--- src/core/tcg_pkg.sv ---
package tcg_pkg;

	// Register byte addresses
	localparam logic [11:0] TCG_ADDR_CTRL   = 12'h000;
	localparam logic [11:0] TCG_ADDR_GATE   = 12'h004;
	localparam logic [11:0] TCG_ADDR_CLKSEL = 12'h008;
	localparam logic [11:0] TCG_ADDR_CNT_LO = 12'h00C;
	localparam logic [11:0] TCG_ADDR_CNT_HI = 12'h010;

	// Control register fields
	localparam int TCG_CTRL_ON_BIT   = 0;
	localparam int TCG_CTRL_WIDE_READ_MODE_BIT = 1;
	localparam int TCG_CTRL_SYNC_BIT = 2;
	localparam int TCG_CTRL_PS_LSB   = 4;
	localparam logic [7:0] TCG_CTRL_MASK = 8'h37;

	// Gate control register fields
	localparam int TCG_GATE_VAL_BIT = 2;
	localparam int TCG_GATE_ARM_BIT = 3;
	localparam int TCG_GATE_SPM_BIT = 4;
	localparam int TCG_GATE_TM_BIT  = 5;
	localparam int TCG_GATE_POL_BIT = 6;
	localparam int TCG_GATE_EN_BIT  = 7;
	localparam logic [7:0] TCG_GATE_MASK = 8'hF8;

	localparam logic [7:0] TCG_CTRL_RESET = 8'h00;
	localparam logic [7:0] TCG_GATE_RESET = 8'h00;

	// Clock source codes that count on the internal clock
	localparam logic [1:0] TCG_SRC_FOSC_DIV4 = 2'h1;
	localparam logic [1:0] TCG_SRC_FOSC      = 2'h2;

	typedef struct packed {
		logic [1:0] input_prescale_select;
		logic       ext_sync_bypass;
		logic       wide_read_mode;
		logic       count_enable;
	} tcg_ctrl_t;

	typedef struct packed {
		logic gate_enable;
		logic gate_polarity;
		logic gate_toggle_mode;
		logic gate_single_pulse_mode;
		logic pulse_arm_status;
	} tcg_gate_t;

endpackage

--- src/core/tcg_sync.sv ---
`timescale 1ns/1ps
module tcg_sync (
	input  wire logic sys_clk,   // System clock
	input  wire logic reset,     // Async reset, high
	input  wire logic din,       // Asynchronous level
	output logic      dout       // Level in sys_clk domain
);
	logic meta_q;
	logic meta_d;
	logic sync_q;
	logic sync_d;

	always_comb begin
		meta_d = din;
		sync_d = meta_q;
	end

	always_ff @(posedge sys_clk or posedge reset) begin
		if (reset) begin
			meta_q <= 1'b0;
			sync_q <= 1'b0;
		end else begin
			meta_q <= meta_d;
			sync_q <= sync_d;
		end
	end

	assign dout = sync_q;
endmodule

--- src/core/tcg_top.sv ---
// Contract
// - Count-enable runs timer; clear stops, clears toggle
// - Internal clock sources ignore sync bit
// - Two-bit field selects input prescale divider
// - Unimplemented control bits ignore writes, read zero
// - Control bits clear only on POR/BOR
// - Polarity bit selects active-high or active-low gate
// - Toggle mode toggles on gate rise; off clears
// - Pulse arm status cleared when single-pulse mode off
`timescale 1ns/1ps
module tcg_top (
	input  wire logic        sys_clk,     // System clock, 100 MHz
	input  wire logic        reset,       // Async reset, high (POR/BOR)
	input  wire logic        psel,        // APB select
	input  wire logic        penable,     // APB enable
	input  wire logic        pwrite,      // APB direction
	input  wire logic [11:0] paddr,       // APB byte address
	input  wire logic [31:0] pwdata,      // APB write data
	input  wire logic [3:0]  pstrb,       // APB byte strobes
	output logic      [31:0] prdata,      // APB read data
	output logic             pready,      // APB ready
	output logic             pslverr,     // APB error
	input  wire logic        ext_clk_in,  // External count clock
	input  wire logic        gate_in,     // Selected gate source
	output logic      [15:0] count_value, // Counter value
	output logic             gate_level   // Live gate level
);
	localparam int PS_W = 3;

	tcg_pkg::tcg_ctrl_t ctrl_q;
	tcg_pkg::tcg_ctrl_t ctrl_d;
	tcg_pkg::tcg_gate_t gate_q;
	tcg_pkg::tcg_gate_t gate_d;
	logic [1:0]  clock_source_select_q;
	logic [1:0]  clock_source_select_d;
	logic [15:0] cnt_q;
	logic [15:0] cnt_d;
	logic [7:0]  hi_buf_q;
	logic [7:0]  hi_buf_d;
	logic [PS_W-1:0] ps_q;
	logic [PS_W-1:0] ps_d;
	logic        tick_prev_q;
	logic        tick_prev_d;
	logic        gate_prev_q;
	logic        gate_prev_d;
	logic        tog_q;
	logic        tog_d;
	logic        pulse_prev_q;
	logic        pulse_prev_d;
	logic        pulse_open_q;
	logic        pulse_open_d;
	logic [31:0] rdata_q;
	logic [31:0] rdata_d;
	logic [1:0]  qdiv_q;
	logic [1:0]  qdiv_d;

	logic        ext_synced;
	logic        timer_clock_source;
	logic        internal_src;
	logic        internal_tick;
	logic        src_edge;
	logic        inc_edge;
	logic        gate_rise;
	logic        gate_pol;
	logic        gate_ctrl;
	logic        count_ok;
	logic        wr_en;
	logic        rd_en;
	logic        addr_ok;
	logic [7:0]  ctrl_rd;
	logic [7:0]  gate_rd;

	tcg_sync i_tcg_sync (
		.sys_clk (sys_clk),
		.reset   (reset),
		.din     (ext_clk_in),
		.dout    (ext_synced)
	);

	assign internal_src = (clock_source_select_q == tcg_pkg::TCG_SRC_FOSC) ||
		(clock_source_select_q == tcg_pkg::TCG_SRC_FOSC_DIV4);

	// Internal sources hold the level high, ticks come from internal_tick; no synchronizer stage added
	// External source: bypass takes raw pin, else the resynced copy
	always_comb begin
		if (internal_src) begin
			timer_clock_source = 1'b1;
		end else if (ctrl_q.ext_sync_bypass) begin
			timer_clock_source = ext_clk_in;
		end else begin
			timer_clock_source = ext_synced;
		end
	end

	// Fosc/4 is a one-cycle enable every fourth sys_clk from a divider
	always_comb begin
		qdiv_d = qdiv_q + 2'h1;
	end

	// The divider runs freely, so a source switch may land mid-quarter
	always_ff @(posedge sys_clk or posedge reset) begin
		if (reset) begin
			qdiv_q <= 2'h0;
		end else begin
			qdiv_q <= qdiv_d;
		end
	end

	assign internal_tick = (clock_source_select_q == tcg_pkg::TCG_SRC_FOSC) ||
		(&qdiv_q);

	// Internal sources count on their enable; external on rising edge
	assign src_edge = internal_src ? internal_tick : (timer_clock_source & ~tick_prev_q);

	// Divider of 1, 2, 4 or 8 by field value
	always_comb begin
		ps_d = ps_q;
		inc_edge = 1'b0;
		if (!ctrl_q.count_enable) begin
			ps_d = '0;
		end else if (src_edge) begin
			case (ctrl_q.input_prescale_select)
				2'h0: inc_edge = 1'b1;
				2'h1: inc_edge = ps_q[0];
				2'h2: inc_edge = &ps_q[1:0];
				2'h3: inc_edge = &ps_q[2:0];
				default: inc_edge = 1'b1;
			endcase
			ps_d = ps_q + {{(PS_W-1){1'b0}}, 1'b1};
		end
	end

	// Gate path: polarity, toggle, single pulse
	assign gate_pol  = gate_q.gate_polarity ? gate_in : ~gate_in;
	assign gate_rise = gate_pol & ~gate_prev_q;

	always_comb begin
		tog_d = tog_q;
		if (!ctrl_q.count_enable || !gate_q.gate_toggle_mode) begin
			tog_d = 1'b0;
		end else if (gate_rise) begin
			tog_d = ~tog_q;
		end
	end

	logic tm_level;
	assign tm_level = gate_q.gate_toggle_mode ? tog_q : gate_pol;

	// Single pulse: window opens on the armed rising level, closes on fall
	always_comb begin
		pulse_open_d = pulse_open_q;
		if (!gate_q.gate_single_pulse_mode || !gate_q.pulse_arm_status) begin
			pulse_open_d = 1'b0;
		end else if (tm_level && !pulse_prev_q) begin
			pulse_open_d = 1'b1;
		end
	end

	assign gate_ctrl = gate_q.gate_single_pulse_mode ? (pulse_open_q & tm_level) : tm_level;
	assign gate_level = gate_ctrl;
	assign count_ok  = ctrl_q.count_enable &&
		(!gate_q.gate_enable || gate_ctrl);

	// APB slave, zero wait states
	assign wr_en   = psel & penable & pwrite;
	assign rd_en   = psel & penable & ~pwrite;
	assign pready  = 1'b1;
	assign addr_ok = (paddr == tcg_pkg::TCG_ADDR_CTRL) || (paddr == tcg_pkg::TCG_ADDR_GATE) ||
		(paddr == tcg_pkg::TCG_ADDR_CLKSEL) || (paddr == tcg_pkg::TCG_ADDR_CNT_LO) ||
		(paddr == tcg_pkg::TCG_ADDR_CNT_HI);
	assign pslverr = psel & penable & ~addr_ok;

	// Unimplemented positions are simply never stored
	assign ctrl_rd = {2'h0, ctrl_q.input_prescale_select, 1'b0, ctrl_q.ext_sync_bypass,
		ctrl_q.wide_read_mode, ctrl_q.count_enable};
	assign gate_rd = {gate_q.gate_enable, gate_q.gate_polarity, gate_q.gate_toggle_mode,
		gate_q.gate_single_pulse_mode, gate_q.pulse_arm_status, gate_ctrl, 2'h0};

	always_comb begin
		ctrl_d = ctrl_q;
		gate_d = gate_q;
		clock_source_select_d = clock_source_select_q;
		cnt_d = cnt_q;
		hi_buf_d = hi_buf_q;
		rdata_d = rdata_q;
		if (count_ok && inc_edge) begin
			cnt_d = cnt_q + 16'h0001;
		end
		// A pulse that ends clears the arm bit
		if (pulse_open_q && !gate_ctrl) begin
			gate_d.pulse_arm_status = 1'b0;
		end
		if (wr_en && pstrb[0]) begin
			case (paddr)
				tcg_pkg::TCG_ADDR_CTRL: begin
					ctrl_d.input_prescale_select = pwdata[tcg_pkg::TCG_CTRL_PS_LSB +: 2];
					ctrl_d.ext_sync_bypass = pwdata[tcg_pkg::TCG_CTRL_SYNC_BIT];
					ctrl_d.wide_read_mode = pwdata[tcg_pkg::TCG_CTRL_WIDE_READ_MODE_BIT];
					ctrl_d.count_enable = pwdata[tcg_pkg::TCG_CTRL_ON_BIT];
				end
				tcg_pkg::TCG_ADDR_GATE: begin
					gate_d.gate_enable = pwdata[tcg_pkg::TCG_GATE_EN_BIT];
					gate_d.gate_polarity = pwdata[tcg_pkg::TCG_GATE_POL_BIT];
					gate_d.gate_toggle_mode = pwdata[tcg_pkg::TCG_GATE_TM_BIT];
					gate_d.gate_single_pulse_mode = pwdata[tcg_pkg::TCG_GATE_SPM_BIT];
					gate_d.pulse_arm_status = pwdata[tcg_pkg::TCG_GATE_ARM_BIT];
				end
				tcg_pkg::TCG_ADDR_CLKSEL: clock_source_select_d = pwdata[1:0];
				tcg_pkg::TCG_ADDR_CNT_LO: cnt_d[7:0] = pwdata[7:0];
				tcg_pkg::TCG_ADDR_CNT_HI: cnt_d[15:8] = pwdata[7:0];
				default: ;
			endcase
		end
		if (!gate_d.gate_single_pulse_mode) begin
			gate_d.pulse_arm_status = 1'b0;
		end
		if (rd_en) begin
			case (paddr)
				tcg_pkg::TCG_ADDR_CTRL: rdata_d = {24'h0, ctrl_rd};
				tcg_pkg::TCG_ADDR_GATE: rdata_d = {24'h0, gate_rd};
				tcg_pkg::TCG_ADDR_CLKSEL: rdata_d = {30'h0, clock_source_select_q};
				tcg_pkg::TCG_ADDR_CNT_LO: begin
					rdata_d = {24'h0, cnt_q[7:0]};
					hi_buf_d = cnt_q[15:8];
				end
				tcg_pkg::TCG_ADDR_CNT_HI: begin
					rdata_d = {24'h0, ctrl_q.wide_read_mode ? hi_buf_q : cnt_q[15:8]};
				end
				default: rdata_d = 32'h0;
			endcase
		end
	end

	// Edge history of the source clock, the gate and the window level
	always_comb begin
		tick_prev_d = timer_clock_source;
		gate_prev_d = gate_pol;
		pulse_prev_d = tm_level;
	end

	// Only POR/BOR reaches this reset; other resets leave registers alone
	always_ff @(posedge sys_clk or posedge reset) begin
		if (reset) begin
			ctrl_q <= tcg_pkg::tcg_ctrl_t'(5'h00);
			gate_q <= tcg_pkg::tcg_gate_t'(5'h00);
			clock_source_select_q <= 2'h0;
			cnt_q <= 16'h0000;
			hi_buf_q <= 8'h00;
			rdata_q <= 32'h0;
		end else begin
			ctrl_q <= ctrl_d;
			gate_q <= gate_d;
			clock_source_select_q <= clock_source_select_d;
			cnt_q <= cnt_d;
			hi_buf_q <= hi_buf_d;
			rdata_q <= rdata_d;
		end
	end

	// Prescaler restarts from zero whenever the timer is switched off
	always_ff @(posedge sys_clk or posedge reset) begin
		if (reset) begin
			ps_q <= '0;
		end else begin
			ps_q <= ps_d;
		end
	end

	always_ff @(posedge sys_clk or posedge reset) begin
		if (reset) begin
			tog_q <= 1'b0;
		end else begin
			tog_q <= tog_d;
		end
	end

	always_ff @(posedge sys_clk or posedge reset) begin
		if (reset) begin
			pulse_open_q <= 1'b0;
		end else begin
			pulse_open_q <= pulse_open_d;
		end
	end

	// Gate history may show a rise right after reset; toggle mode is off then
	always_ff @(posedge sys_clk or posedge reset) begin
		if (reset) begin
			tick_prev_q <= 1'b0;
			gate_prev_q <= 1'b0;
			pulse_prev_q <= 1'b0;
		end else begin
			tick_prev_q <= tick_prev_d;
			gate_prev_q <= gate_prev_d;
			pulse_prev_q <= pulse_prev_d;
		end
	end

	// Read data is registered, but during a read access prdata is the zero-wait combinational mux
	assign prdata = rd_en ? rdata_d : rdata_q;
	assign count_value = cnt_q;
endmodule

--- config.mk ---
export PLATFORM = sky130hd
export DESIGN_NAME = tcg_top
export DESIGN_NICKNAME = d
export VERILOG_FILES = /design/src/core/tcg_pkg.sv /design/src/core/tcg_sync.sv /design/src/core/tcg_top.sv
export SDC_FILE = /design/constraint.sdc
export NUM_CORES = 1
export LEC_CHECK = 0
export ABC_AREA = 1
export BUFFER_PORTS_ARGS = -buffer_cell sky130_fd_sc_hd__buf_2
export CORE_AREA = 2 2 102 104
export CTS_CLUSTER_DIAMETER = 150
export CTS_CLUSTER_SIZE = 20
export DETAILED_ROUTE_END_ITERATION = 8
export DIE_AREA = 0 0 104 106
export GPL_TIMING_DRIVEN = 0
export PLACE_DENSITY = 0.68
export SETUP_SLACK_MARGIN = 0.3
export SLEW_MARGIN = 20
export SYNTH_ARGS = -nofsm -noshare
export SYNTH_HDL_FRONTEND = slang
export SYNTH_SLANG_ARGS = --single-unit
--- constraint.sdc ---
create_clock -name sys_clk -period 2.74 [get_ports sys_clk]
set_clock_uncertainty 0.15 [all_clocks]
set_input_delay 0.137 -clock sys_clk [delete_from_list [all_inputs] [get_ports sys_clk]]
set_output_delay 0.137 -clock sys_clk [all_outputs]
set_load 0.005 [all_outputs]
==> results by group <==
Drt
  – Routed wl met3: 654 microns
  – Post-Route WL: 10930 microns
  – Routed Antenna Nets: 0
  – Top routing layer in use: met4
  – Avg WL per Cell: 13.75 microns
  – M1 wire length: 5240 microns
  – DR WL met2: around 4800 microns
  – Post-route DRC: 0
  – Avg Vias per Cell: 4.857
  – Drt pass-1 iters: 4
  – Initial DRC count: 244
  – Vias: 3861

Floorplanning
  – Row cnt: 37
  – Die ar.: 0.01102 sq mm
  – Core area: 0.01000 sq mm
  – Starting Density: a little over two fifths
  – Die Ht: 106 microns
  – I/O Pins: approximately 110
  – Die X: approximately 100 microns

STA
  – Unrepaired setup endpoints after global routing: no
  – Final worst-path cycle share: between 70% and 80%
  – Final setup margin: 0.6544 ns
  – Final hold violation count: 0
  – Setup TNS: 0 ns
  – Final setup vio count: 0
  – Max frequency: 0.4795 GHz
  – Slew Limit Fails: 0
  – Fin crit period: 2.086 ns

Placed design
  – Gpl congestion: 0.9161
  – Post-DP HPWL: 8533 microns
  – Pre-CTS setup slack: 0.6600 ns
  – Dpl cells: around 770
  – Port Buf Inserts: 77

Critical path
  – Crit-path max FO: 10
  – Req. time, crit path: around 2.8 ns
  – Critical path class: reg -> reg
  – Worst setup SP type: flip-flop
  – Setup crit end kind: flip-flop
  – Critical path arrival: 2.19 ns

Logic synthesis
  – Post-Syn Area per Cell: just under 8 sq um
  – Sequential share of the synthesized area: a little under half
  – Post-synth net total: 614
  – FF+latch count, synth: 80
  – Synthesized cell area: 0.004382 sq mm
  – Mapped Cells: 554
  – Unique masters post-synth: 37
  – Yosys Warn Count: 0

Clocking
  – CTS Sinks: 80
  – CTS tree: done
  – H-Tree Depth: 3
  – Cts repair resizes: 0
  – CTS Buf Count: 9
  – Clock transition at the registers of the reported paths: 0.08 ns
  – Worst-Skew Late Latency: 0.36 ns
  – Setup repair bufs after CTS: 0
  – Clk root buf: clkbuf_8
  – Clock Path Buffers: 2

Cells and area
  – Final Util: 52.65%
  – Register area: roughly 0.0020 sq mm
  – Final net count: 714
  – Area of the multi-input gates: 0.001946 sq mm
  – Post-Layout Cell Count: 795
  – Ant. Diodes: 0
  – Layout area overhead: 20.16%
  – Filler cell count in the final layout: 1020
  – Share of layout cells above drive strength 1: 22.91%

Run status
  – Outcome: finished, final reports clean

Power and ir drop
  – Total power draw: approximately 2.2 mW
  – Power Dens Cells: roughly 410 mW/mm^2
  – Peak VDD IR: 194.3 uV
  – Leak: 2.786 nW

Job
  – Max_cap viols: 0

GRT
  – Total gr overflow: 0
  – Vias in the first global route: 3728
  – Largest net degree at the start of global routing: 56
  – Initial antenna violation count: 0
  – First-pass GRT wire length: 18540 microns
  – GRT Total Usage: 21.19%

Hold path
  – Hold Crit Class: in -> reg
worst paths after layout:
| kind | start | endpoint | slack (ns) | cells past startpoint |
|---|---|---|---|---|
| min in group asynchronous | reset | qdiv_q[0]$_DFF_PP0_ | 0.15 | 3 |
| hold / removal | paddr[6] | count_value[10]$_DFF_PP0_ | 0.05 | 6 |
| hold reg to reg | i_tcg_sync.meta_q$_DFF_PP0_ | i_tcg_sync.dout$_DFF_PP0_ | 0.21 | 0 |
| setup reg to reg | clock_source_select_q[0]$_DFFE_PP0P_ | count_value[8]$_DFF_PP0_ | 0.65 | 12 |
| max in group asynchronous | reset | hi_buf_q[0]$_DFFE_PP0P_ | 1.72 | 4 |
| setup / recovery | clock_source_select_q[0]$_DFFE_PP0P_ | count_value[8]$_DFF_PP0_ | 0.65 | 12 |
cell families (layout without fill, tap and decap cells):
| family | Yosys count | count (layout) | synth area share (%) |
|---|---|---|---|
| simple gates | 306 | 306 | 34.32 |
| buf+inv | 103 | 208 | 9.908 |
| flops | 80 | 80 | 45.69 |
| compound gates | 52 | 52 | 7.167 |
| xor+xnor | 7 | 7 | 1.399 |
| fa+ha+maj | 5 | 5 | 1.428 |
| other cells | 1 | 1 | 0.08558 |
synth_stat cells:
library cell,n,area [sq um]
o21bai_1,1,7.510
nor2_8,2,40.04
nor2_4,6,67.56
buf_6,5,56.30
inv_2,5,18.77
nand2_4,2,22.52
buf_4,2,15.01
conb_1,1,3.750
nor2_1,47,176.4
a21oi_2,1,8.760
nor2_2,6,37.54
nand3b_1,1,7.510
nand2_1,151,566.8
nand3_2,4,40.04
nor3_4,1,16.27
nand3_4,6,105.1
nor3_1,2,10.01
o21ai_0,15,75.07
o21ai_1,15,75.07
a31oi_1,1,6.260
nand3_1,62,310.3
clkinv_1,1,3.750
o21ai_2,9,78.83
xor2_1,6,52.55
xnor2_1,1,8.760
o211ai_2,1,12.51
dfrtp_1,80,2002
buf_2,2,10.01
nor3_2,1,10.01
o211ai_1,2,15.01
inv_1,86,322.8
clkbuf_1,2,7.510
a21oi_1,7,35.03
nand2_2,5,31.28
nand4_1,9,56.30
and2_1,1,6.260
ha_1,5,62.56
flip-flops by register name, summed over array words and instances (netlist names):
signal and flops:
clock_source_select_q 2, count_value 16, ctrl_q 5, gate_prev_q 1, gate_q 5, hi_buf_q 8
i_tcg_sync.dout 1, i_tcg_sync.meta_q 1, ps_q 3, pulse_open_q 1, pulse_prev_q 1, qdiv_q 2
rdata_q 32, tick_prev_q 1, tog_q 1
layout make-up:
class | count | share of cell area (%)
multi-input combinational | 371 | 36.95
timing repair buffer | 89 | 9.933
clock inverter | 5 | 1.069
inverter | 92 | 6.606
sequential | 80 | 38.02
buffer | 11 | 1.687
tap | 136 | 3.232
clock buffer | 11 | 2.495
where the power goes:
group,total [mW],switching [mW],internal (mW),leakage (nW)
sequential,1.19,0.00198,1.18,1.09
combinational,0.130,0.0854,0.0450,1.60
clock,0.855,0.433,0.422,0.0937
layout by cell type (no fill, tap or decap), drive strengths merged:
| cell | count |
|---|---|
| nand4 | 9 |
| nand2 | 158 |
| buf | 87 |
| nor2 | 61 |
| o211ai | 3 |
| nand3b | 1 |
| nand3 | 72 |
| inv | 92 |
| a31oi | 1 |
| bufinv | 1 |
| and2 | 1 |
| ha | 5 |
| o21bai | 1 |
| xor2 | 6 |
| a21oi | 8 |
| clkinvlp | 1 |
| dfrtp | 80 |
| clkinv | 3 |
| nor3 | 4 |
| xnor2 | 1 |
| clkbuf | 13 |
| dlygate4sd3 | 11 |
| o21ai | 39 |
| conb | 1 |
routing by layer:
layer,track usage [%],up-vias
met5,0,-
met4,8.687,0
met3,3.372,17
met2,32.85,120
met1,29.71,1775
li1,-,1949
stage by stage:
stage | hold WS (ns) | area, sq um
after floorplan | 0.01843 | 4382
after global placement | 0.1165 | 4937
after detailed placement | -0.005443 | 4967
after CTS | 0.04189 | 5265
after global routing | 0.06539 | 5265
final | 0.04580 | 5265
what timing repair did:
action | CTS | global route
hold buffers | 11 | 0
endpoints found under the hold margin | 105 | 0
endpoints found under the setup margin | 0 | 0
critical path, cell delays in order (launching register included):
cell and delay [ns]:
dfrtp_1 0.38, inv_1 0.05, ha_1 0.33, o21bai_1 0.18
nand2_2 0.09, nand3_4 0.10, nor2_8 0.19, nand2_4 0.10
buf_6 0.16, nand2_1 0.05, nand3_1 0.07, nand2_1 0.08
inv_1 0.04
(Power assumes the default switching activity.)
